<file path="src/inc/aca_pkg.sv">
// Purpose: Shared constants of the amplifier configuration register bank
// Assumes: Byte-wide registers reached through the control-bus register port
// Notes: Offsets, field positions, reset values and decode codes live here
//
// Overview of operation
// (RULE_01) Bits 6..4 pick switching rate: 8,10,38,44,48 x fs; reset 110.
// (RULE_02) Bit 2 picks modulator oversampling: 0 gives 64x, 1 gives 128x.
// (RULE_03) Bits 1..0 pick channel phase offset 0/30/45/60 degrees; reset 10.
// (RULE_04) Serial bits 7..6 pick sample rate 44.1/48/96 kHz; 11 reserved.
// (RULE_05) Serial bit 5 picks first or last four slots of eight-slot input.
// (RULE_06) Serial bit 4: zero means 24/32-bit slots, one means 16-bit slots.
// (RULE_07) Serial bit 3 set swaps channel pair 1/2 with pair 3/4.
// (RULE_08) Serial bits 2..0 pick word format; 111 reserved; reset 100.
// (RULE_09) Two-bit state per channel: play, high impedance, mute, load check.
// (RULE_10) Unless inhibited, start load check on leaving high impedance or fault.
// (RULE_11) Reserved bits read zero; reserved codes stored but decode to nothing.

package aca_pkg;

   // ----------------------------------------------------------------------
   // Register map
   // ----------------------------------------------------------------------
   localparam logic [7:0] ACA_SWITCH_OFS = 8'h02;
   localparam logic [7:0] ACA_SERIAL_OFS = 8'h03;
   localparam logic [7:0] ACA_CHSTATE_OFS = 8'h04;
   localparam logic [7:0] ACA_SWITCH_RST = 8'h62;
   localparam logic [7:0] ACA_SERIAL_RST = 8'h04;
   localparam logic [7:0] ACA_CHSTATE_RST = 8'h55;
   localparam logic [7:0] ACA_SWITCH_WMASK = 8'h77; // Bits 7 and 3 reserved
   localparam logic [7:0] ACA_UNMAPPED_RD = 8'h00;

   // ----------------------------------------------------------------------
   // Field positions
   // ----------------------------------------------------------------------
   localparam int unsigned ACA_PWM_LSB = 4;
   localparam int unsigned ACA_OSR_BIT = 2;
   localparam int unsigned ACA_PHASE_LSB = 0;
   localparam int unsigned ACA_RATE_LSB = 6;
   localparam int unsigned ACA_SLOTGRP_BIT = 5;
   localparam int unsigned ACA_SLOT16_BIT = 4;
   localparam int unsigned ACA_SWAP_BIT = 3;
   localparam int unsigned ACA_FMT_LSB = 0;
   localparam int unsigned ACA_NUM_CH = 4;

   // ----------------------------------------------------------------------
   // Decode values
   // ----------------------------------------------------------------------
   localparam logic [5:0] ACA_MULT_8 = 6'h08;
   localparam logic [5:0] ACA_MULT_10 = 6'h0A;
   localparam logic [5:0] ACA_MULT_38 = 6'h26;
   localparam logic [5:0] ACA_MULT_44 = 6'h2C;
   localparam logic [5:0] ACA_MULT_48 = 6'h30;
   localparam logic [5:0] ACA_DEG_0 = 6'h00;
   localparam logic [5:0] ACA_DEG_30 = 6'h1E;
   localparam logic [5:0] ACA_DEG_45 = 6'h2D;
   localparam logic [5:0] ACA_DEG_60 = 6'h3C;
   localparam logic [4:0] ACA_RJ_24 = 5'h18;
   localparam logic [4:0] ACA_RJ_20 = 5'h14;
   localparam logic [4:0] ACA_RJ_18 = 5'h12;
   localparam logic [4:0] ACA_RJ_16 = 5'h10;
   localparam logic [1:0] ACA_RATE_RSVD = 2'h3;
   localparam logic [2:0] ACA_FMT_I2S = 3'h4;
   localparam logic [2:0] ACA_FMT_LJ = 3'h5;
   localparam logic [2:0] ACA_FMT_DSP = 3'h6;

   // Channel operating states
   typedef enum logic [1:0] {
      ACA_ST_PLAY = 2'h0,
      ACA_ST_HIZ = 2'h1,
      ACA_ST_MUTE = 2'h2,
      ACA_ST_CHECK = 2'h3
   } aca_chst_e;

endpackage : aca_pkg

</file>
<file path="src/aca_config_regs.sv">
// Purpose: Switching, serial port and channel state configuration registers
// Assumes: Register port driven by the control-bus front end on mclk_in
// Notes: Switching and serial decodes lag the register contents by one clock; channel state outputs change with the register

`timescale 1ns/1ps

module aca_config_regs
   import aca_pkg::*;
(
   // Clock and reset
   input wire logic mclk_in,
   input wire logic nrst_in,
   // Register port from the control-bus front end
   input wire logic wr_en_in,
   input wire logic rd_en_in,
   input wire logic [7:0] addr_in,
   input wire logic [7:0] wdata_in,
   output logic [7:0] rd_data_out,
   output logic rd_valid_out,
   // Load check control from the diagnostic side
   input wire logic auto_check_inhibit_in,
   input wire logic [ACA_NUM_CH-1:0] ch_fault_in,
   // Switching setup
   output logic [5:0] pwm_mult_out,
   output logic pwm_code_ok_out,
   output logic osr_128_out,
   output logic [5:0] phase_deg_out,
   // Serial audio port setup
   output logic [1:0] rate_code_out,
   output logic rate_ok_out,
   output logic slot_group_last_out,
   output logic slot_16bit_out,
   output logic pair_swap_out,
   output logic [4:0] fmt_rj_bits_out,
   output logic fmt_i2s_out,
   output logic fmt_lj_out,
   output logic fmt_dsp_out,
   // Channel states, channel 1 in bit 0
   output logic [ACA_NUM_CH-1:0] ch_play_out,
   output logic [ACA_NUM_CH-1:0] ch_hiz_out,
   output logic [ACA_NUM_CH-1:0] ch_mute_out,
   output logic [ACA_NUM_CH-1:0] ch_check_out,
   output logic [ACA_NUM_CH-1:0] auto_check_start_out
);

   // ----------------------------------------------------------------------
   // Register storage
   // ----------------------------------------------------------------------
   logic [7:0] switch_cfg_r, switch_cfg_nxt;
   logic [7:0] serial_cfg_r, serial_cfg_nxt;
   logic [7:0] chstate_cfg_r, chstate_cfg_nxt;
   logic [7:0] rd_data_r, rd_data_nxt;
   logic rd_valid_r, rd_valid_nxt;

   // Write decode; unmapped writes fall through untouched
   always_comb begin
      switch_cfg_nxt = switch_cfg_r;
      serial_cfg_nxt = serial_cfg_r;
      chstate_cfg_nxt = chstate_cfg_r;
      if (wr_en_in) begin
         unique case (addr_in)
            ACA_SWITCH_OFS: begin
               switch_cfg_nxt = wdata_in & ACA_SWITCH_WMASK; // see RULE_11
            end
            ACA_SERIAL_OFS: begin
               serial_cfg_nxt = wdata_in; // Reserved codes kept, see RULE_11
            end
            ACA_CHSTATE_OFS: begin
               chstate_cfg_nxt = wdata_in; // see RULE_09
            end
            default: begin
            end
         endcase
      end
   end

   // Read mux; unmapped addresses answer zero
   always_comb begin
      rd_valid_nxt = rd_en_in;
      rd_data_nxt = ACA_UNMAPPED_RD;
      if (rd_en_in) begin
         unique case (addr_in)
            ACA_SWITCH_OFS: begin
               rd_data_nxt = switch_cfg_r & ACA_SWITCH_WMASK; // see RULE_11
            end
            ACA_SERIAL_OFS: begin
               rd_data_nxt = serial_cfg_r;
            end
            ACA_CHSTATE_OFS: begin
               rd_data_nxt = chstate_cfg_r;
            end
            default: begin
               rd_data_nxt = ACA_UNMAPPED_RD;
            end
         endcase
      end
   end

   // Register bank flops
   always_ff @(posedge mclk_in or negedge nrst_in) begin
      if (!nrst_in) begin
         switch_cfg_r <= ACA_SWITCH_RST; // see RULE_01
         serial_cfg_r <= ACA_SERIAL_RST; // see RULE_08
         chstate_cfg_r <= ACA_CHSTATE_RST; // see RULE_09
         rd_data_r <= ACA_UNMAPPED_RD;
         rd_valid_r <= 1'b0;
      end else begin
         switch_cfg_r <= switch_cfg_nxt;
         serial_cfg_r <= serial_cfg_nxt;
         chstate_cfg_r <= chstate_cfg_nxt;
         rd_data_r <= rd_data_nxt;
         rd_valid_r <= rd_valid_nxt;
      end
   end

   assign rd_data_out = rd_data_r;
   assign rd_valid_out = rd_valid_r;

   // ----------------------------------------------------------------------
   // Switching and serial port decode
   // ----------------------------------------------------------------------
   logic [5:0] pwm_mult_r, pwm_mult_nxt;
   logic pwm_ok_r, pwm_ok_nxt;
   logic [5:0] phase_r, phase_nxt;
   logic [4:0] rj_bits_r, rj_bits_nxt;
   logic [2:0] fmt_flags_r, fmt_flags_nxt;
   logic [6:0] serial_dec_r, serial_dec_nxt;

   // Reserved switching codes give zero and a low ok flag rather than a guess
   always_comb begin
      pwm_ok_nxt = 1'b1;
      unique case (switch_cfg_r[ACA_PWM_LSB +: 3]) // see RULE_01
         3'h0: pwm_mult_nxt = ACA_MULT_8;
         3'h1: pwm_mult_nxt = ACA_MULT_10;
         3'h5: pwm_mult_nxt = ACA_MULT_38;
         3'h6: pwm_mult_nxt = ACA_MULT_44;
         3'h7: pwm_mult_nxt = ACA_MULT_48;
         default: begin
            pwm_mult_nxt = 6'h00; // see RULE_11
            pwm_ok_nxt = 1'b0;
         end
      endcase
      unique case (switch_cfg_r[ACA_PHASE_LSB +: 2]) // see RULE_03
         2'h0: phase_nxt = ACA_DEG_0;
         2'h1: phase_nxt = ACA_DEG_30;
         2'h2: phase_nxt = ACA_DEG_45;
         default: phase_nxt = ACA_DEG_60;
      endcase
      rj_bits_nxt = 5'h00;
      unique case (serial_cfg_r[ACA_FMT_LSB +: 3]) // see RULE_08
         3'h0: rj_bits_nxt = ACA_RJ_24;
         3'h1: rj_bits_nxt = ACA_RJ_20;
         3'h2: rj_bits_nxt = ACA_RJ_18;
         3'h3: rj_bits_nxt = ACA_RJ_16;
         default: rj_bits_nxt = 5'h00;
      endcase
      fmt_flags_nxt[0] = serial_cfg_r[ACA_FMT_LSB +: 3] == ACA_FMT_I2S;
      fmt_flags_nxt[1] = serial_cfg_r[ACA_FMT_LSB +: 3] == ACA_FMT_LJ;
      fmt_flags_nxt[2] = serial_cfg_r[ACA_FMT_LSB +: 3] == ACA_FMT_DSP;
      serial_dec_nxt[1:0] = serial_cfg_r[ACA_RATE_LSB +: 2]; // see RULE_04
      serial_dec_nxt[2] = serial_cfg_r[ACA_RATE_LSB +: 2] != ACA_RATE_RSVD;
      serial_dec_nxt[3] = serial_cfg_r[ACA_SLOTGRP_BIT]; // see RULE_05
      serial_dec_nxt[4] = serial_cfg_r[ACA_SLOT16_BIT]; // see RULE_06
      serial_dec_nxt[5] = serial_cfg_r[ACA_SWAP_BIT]; // see RULE_07
      serial_dec_nxt[6] = switch_cfg_r[ACA_OSR_BIT]; // see RULE_02
   end

   // Decode flops; reset values match the register reset decode
   always_ff @(posedge mclk_in or negedge nrst_in) begin
      if (!nrst_in) begin
         pwm_mult_r <= ACA_MULT_44;
         pwm_ok_r <= 1'b1;
         phase_r <= ACA_DEG_45;
         rj_bits_r <= 5'h00;
         fmt_flags_r <= 3'h1;
         serial_dec_r <= 7'h04;
      end else begin
         pwm_mult_r <= pwm_mult_nxt;
         pwm_ok_r <= pwm_ok_nxt;
         phase_r <= phase_nxt;
         rj_bits_r <= rj_bits_nxt;
         fmt_flags_r <= fmt_flags_nxt;
         serial_dec_r <= serial_dec_nxt;
      end
   end

   assign pwm_mult_out = pwm_mult_r;
   assign pwm_code_ok_out = pwm_ok_r;
   assign phase_deg_out = phase_r;
   assign fmt_rj_bits_out = rj_bits_r;
   assign fmt_i2s_out = fmt_flags_r[0];
   assign fmt_lj_out = fmt_flags_r[1];
   assign fmt_dsp_out = fmt_flags_r[2];
   assign rate_code_out = serial_dec_r[1:0];
   assign rate_ok_out = serial_dec_r[2];
   assign slot_group_last_out = serial_dec_r[3];
   assign slot_16bit_out = serial_dec_r[4];
   assign pair_swap_out = serial_dec_r[5];
   assign osr_128_out = serial_dec_r[6];

   // ----------------------------------------------------------------------
   // Per-channel state decode and automatic load check
   // ----------------------------------------------------------------------
   logic [ACA_NUM_CH-1:0] play_r, play_nxt;
   logic [ACA_NUM_CH-1:0] hiz_r, hiz_nxt;
   logic [ACA_NUM_CH-1:0] mute_r, mute_nxt;
   logic [ACA_NUM_CH-1:0] check_r, check_nxt;
   logic [ACA_NUM_CH-1:0] start_r, start_nxt;

   // Leaving high impedance is seen on the stored field, so a rewrite of
   // the same value starts nothing
   for (genvar ch = 0; ch < ACA_NUM_CH; ch++) begin : g_ch
      logic [1:0] cur_st;
      logic [1:0] new_st;
      assign cur_st = chstate_cfg_r[7-2*ch -: 2];
      assign new_st = chstate_cfg_nxt[7-2*ch -: 2];
      always_comb begin
         play_nxt[ch] = new_st == ACA_ST_PLAY; // see RULE_09
         hiz_nxt[ch] = new_st == ACA_ST_HIZ;
         mute_nxt[ch] = new_st == ACA_ST_MUTE;
         check_nxt[ch] = new_st == ACA_ST_CHECK;
         start_nxt[ch] = !auto_check_inhibit_in &&
            ((cur_st == ACA_ST_HIZ && new_st != ACA_ST_HIZ) ||
             ch_fault_in[ch]); // see RULE_10
      end
   end

   // Channel flops; all channels start in high impedance
   always_ff @(posedge mclk_in or negedge nrst_in) begin
      if (!nrst_in) begin
         play_r <= '0;
         hiz_r <= '1;
         mute_r <= '0;
         check_r <= '0;
         start_r <= '0;
      end else begin
         play_r <= play_nxt;
         hiz_r <= hiz_nxt;
         mute_r <= mute_nxt;
         check_r <= check_nxt;
         start_r <= start_nxt;
      end
   end

   assign ch_play_out = play_r;
   assign ch_hiz_out = hiz_r;
   assign ch_mute_out = mute_r;
   assign ch_check_out = check_r;
   assign auto_check_start_out = start_r;
endmodule : aca_config_regs

</file>
<file path="config.mk">
export PLATFORM = sky130hd
export DESIGN_NAME = aca_config_regs
export DESIGN_NICKNAME = d
export VERILOG_FILES = /design/src/inc/aca_pkg.sv /design/src/aca_config_regs.sv
export SDC_FILE = /design/constraint.sdc
export NUM_CORES = 1
export LEC_CHECK = 0
export ABC_AREA = 1
export BUFFER_PORTS_ARGS = -buffer_cell sky130_fd_sc_hd__buf_4
export CAP_MARGIN = 20
export CORE_MARGIN = 10
export CORE_UTILIZATION = 47
export CTS_BUF_LIST = sky130_fd_sc_hd__clkbuf_4 sky130_fd_sc_hd__clkbuf_8 sky130_fd_sc_hd__clkbuf_16
export CTS_CLUSTER_DIAMETER = 50
export DETAILED_ROUTE_END_ITERATION = 6
export PLACE_DENSITY = 0.73
export SLEW_MARGIN = 20
export SYNTH_ARGS = -nofsm -noshare
export SYNTH_HDL_FRONTEND = slang
export SYNTH_SLANG_ARGS = --single-unit
</file>
<file path="constraint.sdc">
create_clock -name mclk_in -period 2.1 [get_ports mclk_in]
set_input_delay 0.105 -clock mclk_in [delete_from_list [all_inputs] [get_ports mclk_in]]
set_output_delay 0.105 -clock mclk_in [all_outputs]
set_load 0.01 [all_outputs]
</file>
==> results by group, run 1 <==
Status
  – Status: complete, no violations

GRT
  – Total gr overflow: 0
  – Vias in the first global route: 2,215
  – Initial antenna violation count: 0
  – First-pass GRT wire length: roughly 11 mm
  – Overall global routing resource usage: 0.140
  – Largest net degree at the start of global routing: 77

Routing
  – TritonRoute pass-1 iters: 4
  – Final wirelength: 6.43 mm
  – DR WL/cell: approximately 14 microns
  – Routed vias: between 2,000 and 2,500
  – Vias per cell: between 4 and 5
  – DRC: 0
  – Routed Antenna Nets: 0
  – Initial DRC count: 90

Hold path
  – Hold Path Origin: wdata_in[2]
  – Hold Path Depth: 3
  – Worst Hold Class: input pin to flop
  – WHS Endpoint: switch_cfg_r[2]$_DFFE_PN0P_

Floorplanning
  – Row count: 28
  – Die X-Extent: 97.7 microns
  – Die Footprint: roughly 9500 sq um
  – Die Y: around 100 microns
  – Effective utilization at floorplan: 0.482
  – CORE AREA: 5890 sq um
  – Ports: between 80 and 90

Clock network
  – CTS root buf: clkbuf_8
  – Clock latency on the worst-skew pair: about 0.34 ns
  – H-Tree Depth: 3
  – Clk buf depth: 2
  – Total clock sinks: 76
  – Worst-path clk slew: 0.08 ns
  – CTS tree: done
  – TritonCTS Buffers: 9

Critical path
  – CP max stage delay: between 0.5 and 0.6 ns
  – R2r setup slk: about 0.68 ns
  – Critical path, cell by cell: dlygate4sd3_1 -> buf_4 -> o2111ai_1 -> a21oi_1 -> dlygate4sd3_1
  – Crit path kind: input pin to flop
  – Worst path bufs/invs: 3
  – CP max FO: 4
  – Worst setup SP type: input pin
  – Reg2Reg Depth: 3
  – Endpoint type of the worst setup path: flop
  – Worst path top cell family by delay: buffers and inverters
  – CP dominant cell by count: dlygate4sd3_1
  – Critical-path top delay cell: dlygate4sd3_1
  – Worst r2r src: chstate_cfg_r[4]$_DFF_PN1_
  – Worst Path Arrival: roughly 1.7 ns
  – Worst reg2reg endpoint: auto_check_start_out[1]$_DFF_PN0_
  – CP required: 2.33 ns

Synth
  – Synthesis Warnings: 0
  – Mapped Area: between 2000 and 3000 sq um
  – Post-synth EDFFs: 0
  – Most frequent cell after synthesis: dfrtp_1
  – Cell taking the most area after synthesis: dfrtp_1
  – Post-synthesis sequential area ratio: 0.680
  – Synth Register Bits: between 70 and 80
  – Yosys top cell area share: 0.485
  – Syn Inst Count: 274
  – Synth cell count leaders: dfrtp_1 (55), nand2_1 (48), inv_1 (42), nor2_1 (28), dfstp_2 (21)
  – Mapped Avg Cell Area: slightly above 10 sq um
  – Asr flop ratio synth: 1.00
  – Top post-synthesis cells by area: dfrtp_1 (49%), dfstp_2 (19%), nand2_1 (6.4%)
  – Synth Flop Type: dfrtp_1
  – Unique masters post-synth: 23

STA
  – Max-slew violations: 0
  – Max Fclk: a little under 700 MHz
  – Fin crit share: 0.686
  – RSZ-0062 raised after global routing: no
  – Final Setup Violations: 0
  – Worst Clk Skew: approximately 0.009 ns
  – Crit path time final: 1.44 ns
  – Hold Fails Final Rpt: 0
  – TNS Setup: 0 ns
  – Max_slew headroom: 0.394
  – Worst-margin pin slew: between 0.9 and 1 ns

Place
  – Count of input and output buffers: just under 80
  – Hpwl dp: slightly below 5 mm
  – Placer Congestion: roughly 0.96

Layout
  – Finished Core Util: 0.643
  – Share of cells above drive strength 1: 0.367
  – Final net count: 393
  – Area delta synth->final: 33.4%
  – Ant diodes: 0

Power and ir drop
  – Leak Pwr: 1.98 nW
  – Peak supply drop: between 300 and 400 uV
  – PwrDens: between 700 and 800 nW/um^2
  – Total power: ~0.0030 W

Job
  – Max cap viols: 0
-- final cells by class --
class                      count  area, sq um
clock buffer                  10          138
clock inverter                 6         63.8
fill                         513         2100
inverter                      49          186
multi-input combinational    142          672
sequential                    76         1930
tap                           75         93.8
timing repair buffer          90          703
-- routing by layer --
| metal | track usage | up-vias | wire [microns] | part of all wire |
|---|---|---|---|---|
| met1 | 0.155 | 963 | 2710 | 0.42 |
| met3 | 0.0498 | 15 | 501 | 0.078 |
| met4 | 0.0772 | 0 | 150 | 0.023 |
| li1 | - | 1030 | - | - |
| met2 | 0.228 | 71 | 3070 | 0.48 |
| met5 | 0 | - | 0 | 0 |
-- per-stage QoR --
step | setup WS (ns) | instances | instance area, sq um | hold WS [ns]
2_1_floorplan | 0.882 | 275 | 2840 | -0.191
3_3_place_gp | 0.613 | 421 | 3470 | 0.281
3_5_place_dp | 0.486 | 421 | 3470 | 0.282
4_1_cts | 0.672 | 448 | 3780 | 0.00266
5_1_grt | 0.611 | 448 | 3780 | 0.0112
6_report | 0.659 | 448 | 3780 | 0.0144
-- how the worst max path moves through the flow --
stage / startpoint / endpoint / slack (ns) / cells after the start
after floorplan: addr_in[4] / serial_cfg_r[0]$_DFFE_PN0P_ / 0.88 / 9
after global placement: addr_in[4] / serial_cfg_r[1]$_DFFE_PN0P_ / 0.61 / 9
after detailed placement: addr_in[4] / serial_cfg_r[1]$_DFFE_PN0P_ / 0.49 / 9
after CTS: wdata_in[5] / auto_check_start_out[1]$_DFF_PN0_ / 0.67 / 5
after global routing: chstate_cfg_r[4]$_DFF_PN1_ / auto_check_start_out[1]$_DFF_PN0_ / 0.61 / 3
final: wdata_in[5] / auto_check_start_out[1]$_DFF_PN0_ / 0.66 / 5
-- flip-flops by register name, summed over array words and instances (netlist names), 3 cells and up --
register              flops
ch_play_out               4
ch_hiz_out                4
serial_dec_r              7
chstate_cfg_r             8
phase_deg_out             5
rd_data_out               8
auto_check_start_out      4
ch_check_out              4
ch_mute_out               4
pwm_mult_out              5
fmt_flags_r               3
switch_cfg_r              6
fmt_rj_bits_out           4
serial_cfg_r              8
-- layout by cell type (no fill, tap or decap) --
master	Yosys	layout
clkinv_2	0	2
clkinvlp_4	0	2
nor3_1	6	6
inv_2	6	6
nand2_1	48	48
o21ai_1	5	5
clkbuf_8	0	10
nor2_1	28	28
buf_4	4	79
dfstp_2	21	21
nor2_4	2	2
dlygate4sd3_1	0	11
o21ai_0	18	18
clkinv_4	0	1
conb_1	1	2
nand3_1	9	9
dfrtp_1	55	55
nand2_2	3	3
inv_4	1	1
bufinv_16	0	1
a21oi_1	7	7
inv_1	42	42
o2111ai_1	4	4
nor2_2	3	3
o22ai_1	1	1
o21ai_2	6	6
-- tightest hold or removal path: cells and delay by family --
kind	cells	cell delay [ns]
compound gates	1	0.06
buf+inv	1	0.11
simple gates	1	0.05
-- where the power goes --
| group | switching (W) | internal (W) | total (W) |
|---|---|---|---|
| clock network | 0.000521 | 0.000579 | 0.00110 |
| logic | 0.000169 | 0.000140 | 0.000309 |
| registers | 0.0000414 | 0.00156 | 0.00160 |
| total | 0.000732 | 0.00228 | 0.00301 |
-- kinds of logic (layout without fill, tap and decap cells) --
logic type / Yosys count / count (layout) / synth area share
compound gates: 41 / 41 / 0.0860
buf+inv: 57 / 155 / 0.0847
flops: 76 / 76 / 0.680
other cells: 1 / 2 / 0.00132
simple gates: 99 / 99 / 0.148
-- what timing repair did --
action                                 CTS  global route
hold buffers                            11             0
setup buffers                            0             0
resized for setup                        0             0
endpoints found under the hold margin   64             0
(Power assumes the default switching activity.)
==> run 2, diff against run 1 <==
- clock period: 2.1 -> 1.5 ns (I/O delays scaled with it)
==> results by group, run 2 (synthesis gave the netlist of run 1 again) <==
Layout
  – Commonest non-fill, non-tap cell in the layout: buf_4
  – Share of cells above drive strength 1: 0.373
  – Final net count: 403
  – Most frequent cells in the layout: buf_4 (84), dfrtp_1 (55), nand2_1 (48)
  – Final Non-Filler Cells: 458
  – # fillers: 461
  – Ant diodes: 0
  – Area delta synth->final: 37.1%

GRT
  – Total gr overflow: 0
  – Vias in the first global route: ~2,200
  – First-pass GRT wire length: between 10 and 15 mm
  – Overall global routing resource usage: 0.146
  – Initial antenna violation count: 0
  – Largest net degree at the start of global routing: between 40 and 50

Power and ir drop
  – PwrDens: approximately 1100 nW/um^2
  – Leak Pwr: 2.04 nW
  – Peak supply drop: 612 uV

Status
  – Status: complete, no violations

Routing
  – Routed Antenna Nets: 0
  – Final wirelength: ~6.6 mm
  – Routed vias: 2,097
  – DR WL/cell: roughly 14 microns
  – Met2 WL post-DR: between 3 and 4 mm
  – Met1 WL: 2.68 mm
  – DRC: 0
  – Initial DRC count: 73
  – Top layer in use: met4
  – TritonRoute pass-1 iters: 4
  – Vias per cell: 4.58
  – Met3 wire len: roughly 520 microns

Floorplanning
  – Die Y: slightly below 100 microns
  – Ports: 82
  – CORE AREA: ~5900 sq um
  – Row count: 28
  – Die Footprint: ~9500 sq um
  – Effective utilization at floorplan: 0.482
  – Die X-Extent: about 98 microns

STA
  – Worst Clk Skew: 0.00451 ns
  – Fin crit share: 0.743
  – Final Setup Violations: 0
  – Max Fclk: ~900 MHz
  – Max-slew violations: 0
  – Crit path time final: ~1.1 ns
  – Hold Fails Final Rpt: 0
  – RSZ-0062 raised after global routing: no
  – TNS Setup: 0 ns

Critical path
  – CP max FO: 16
  – Crit path kind: input pin to flop
  – Endpoint type of the worst setup path: flop
  – CP required: between 1.5 and 2 ns
  – Worst Path Arrival: roughly 1.4 ns
  – Worst setup SP type: input pin

Clock network
  – CTS tree: done
  – Worst-path clk slew: around 0.07 ns
  – Cts repair resizes: 0
  – Clock latency on the worst-skew pair: between 0.3 and 0.4 ns
  – Clk buf depth: 2
  – H-Tree Depth: 3
  – Postcts setup bufs: 0
  – Total clock sinks: 76
  – TritonCTS Buffers: 9
  – CTS root buf: clkbuf_8

Place
  – Placer Congestion: around 0.88
  – Hpwl dp: a little over 5 mm
  – Count of input and output buffers: 79
  – Dpl cells: roughly 430

Hold path
  – Worst Hold Class: input pin to flop

Job
  – Max cap viols: 0
[run 2: cell count changes in the layout (fill, tap and decap cells not counted)]
cell	delta
buf_4	+5
clkinvlp_4	-1
buf_12	+1
clkbuf_4	+1
dlygate4sd3_1	+4
clkbuf_8	+1
clkinv_4	-1
[run 2: layer usage]
metal  track usage  up-vias
met4        0.0548        0
met2         0.239       64
met3        0.0597        7
met5             0        -
met1         0.166      982
li1              -     1044
[run 2: repair_timing]
action | in CTS | in global routing
endpoints found under the setup margin | 0 | 1
hold buffers | 15 | 1
endpoints found under the hold margin | 74 | 1
[run 2: through the flow]
| step | utilization | hold WS [ns] | setup slack, ns | power [W] | cell area, sq um |
|---|---|---|---|---|---|
| floorplan | - | -0.221 | 0.312 | 0.00244 | 2840 |
| global placement | 0.600 | -0.0651 | 0.0370 | 0.00270 | 3530 |
| detailed placement | 0.600 | -0.0651 | 0.0297 | 0.00271 | 3530 |
| CTS | 0.661 | 0.0228 | 0.0560 | 0.00431 | 3890 |
| global route | 0.661 | 0.0271 | 0.219 | 0.00447 | 3890 |
| finish | 0.661 | 0.0337 | 0.385 | 0.00427 | 3890 |
[run 2: worst paths after layout]
check / startpoint / to / slack, ns / cells after the start
setup / recovery: addr_in[0] / ch_hiz_out[1]$_DFF_PN1_ / 0.39 / 10
hold reg to reg: serial_cfg_r[4]$_DFFE_PN0P_ / serial_dec_r[4]$_DFF_PN0_ / 0.38 / 0
setup reg to reg: chstate_cfg_r[4]$_DFF_PN1_ / ch_hiz_out[1]$_DFF_PN1_ / 0.43 / 4
max in group asynchronous: nrst_in / chstate_cfg_r[4]$_DFF_PN1_ / 0.81 / 3
hold / removal: addr_in[3] / rd_data_out[3]$_DFF_PN0_ / 0.03 / 4
min in group asynchronous: nrst_in / rd_data_out[3]$_DFF_PN0_ / 0.13 / 2
[run 2: final cells by class]
class / count / area [sq um] / area share
flip-flops and latches: 76 / 1930 / 0.496
repair buffers: 100 / 801 / 0.206
multi-input cells: 142 / 672 / 0.173
inverters: 49 / 186 / 0.0480
clock buffers: 12 / 159 / 0.0409
well taps: 75 / 93.8 / 0.0241
clock inverters: 4 / 47.5 / 0.0122
[run 2: critical path, stage by stage]
cell and delay (ns):
buf_4 0.14, inv_2 0.10, nand2_1 0.07, nor2_2 0.09
nand2_2 0.08, nor2_4 0.17, inv_4 0.12, o21ai_1 0.32
inv_1 0.10, nor2_1 0.11
[run 2: power by group]
part	switching, W	internal, W	leakage (nW)
clock	0.000697	0.000872	0.106
sequential	0.0000576	0.00219	0.883
combinational	0.000243	0.000210	1.05
total	0.000998	0.00327	2.04
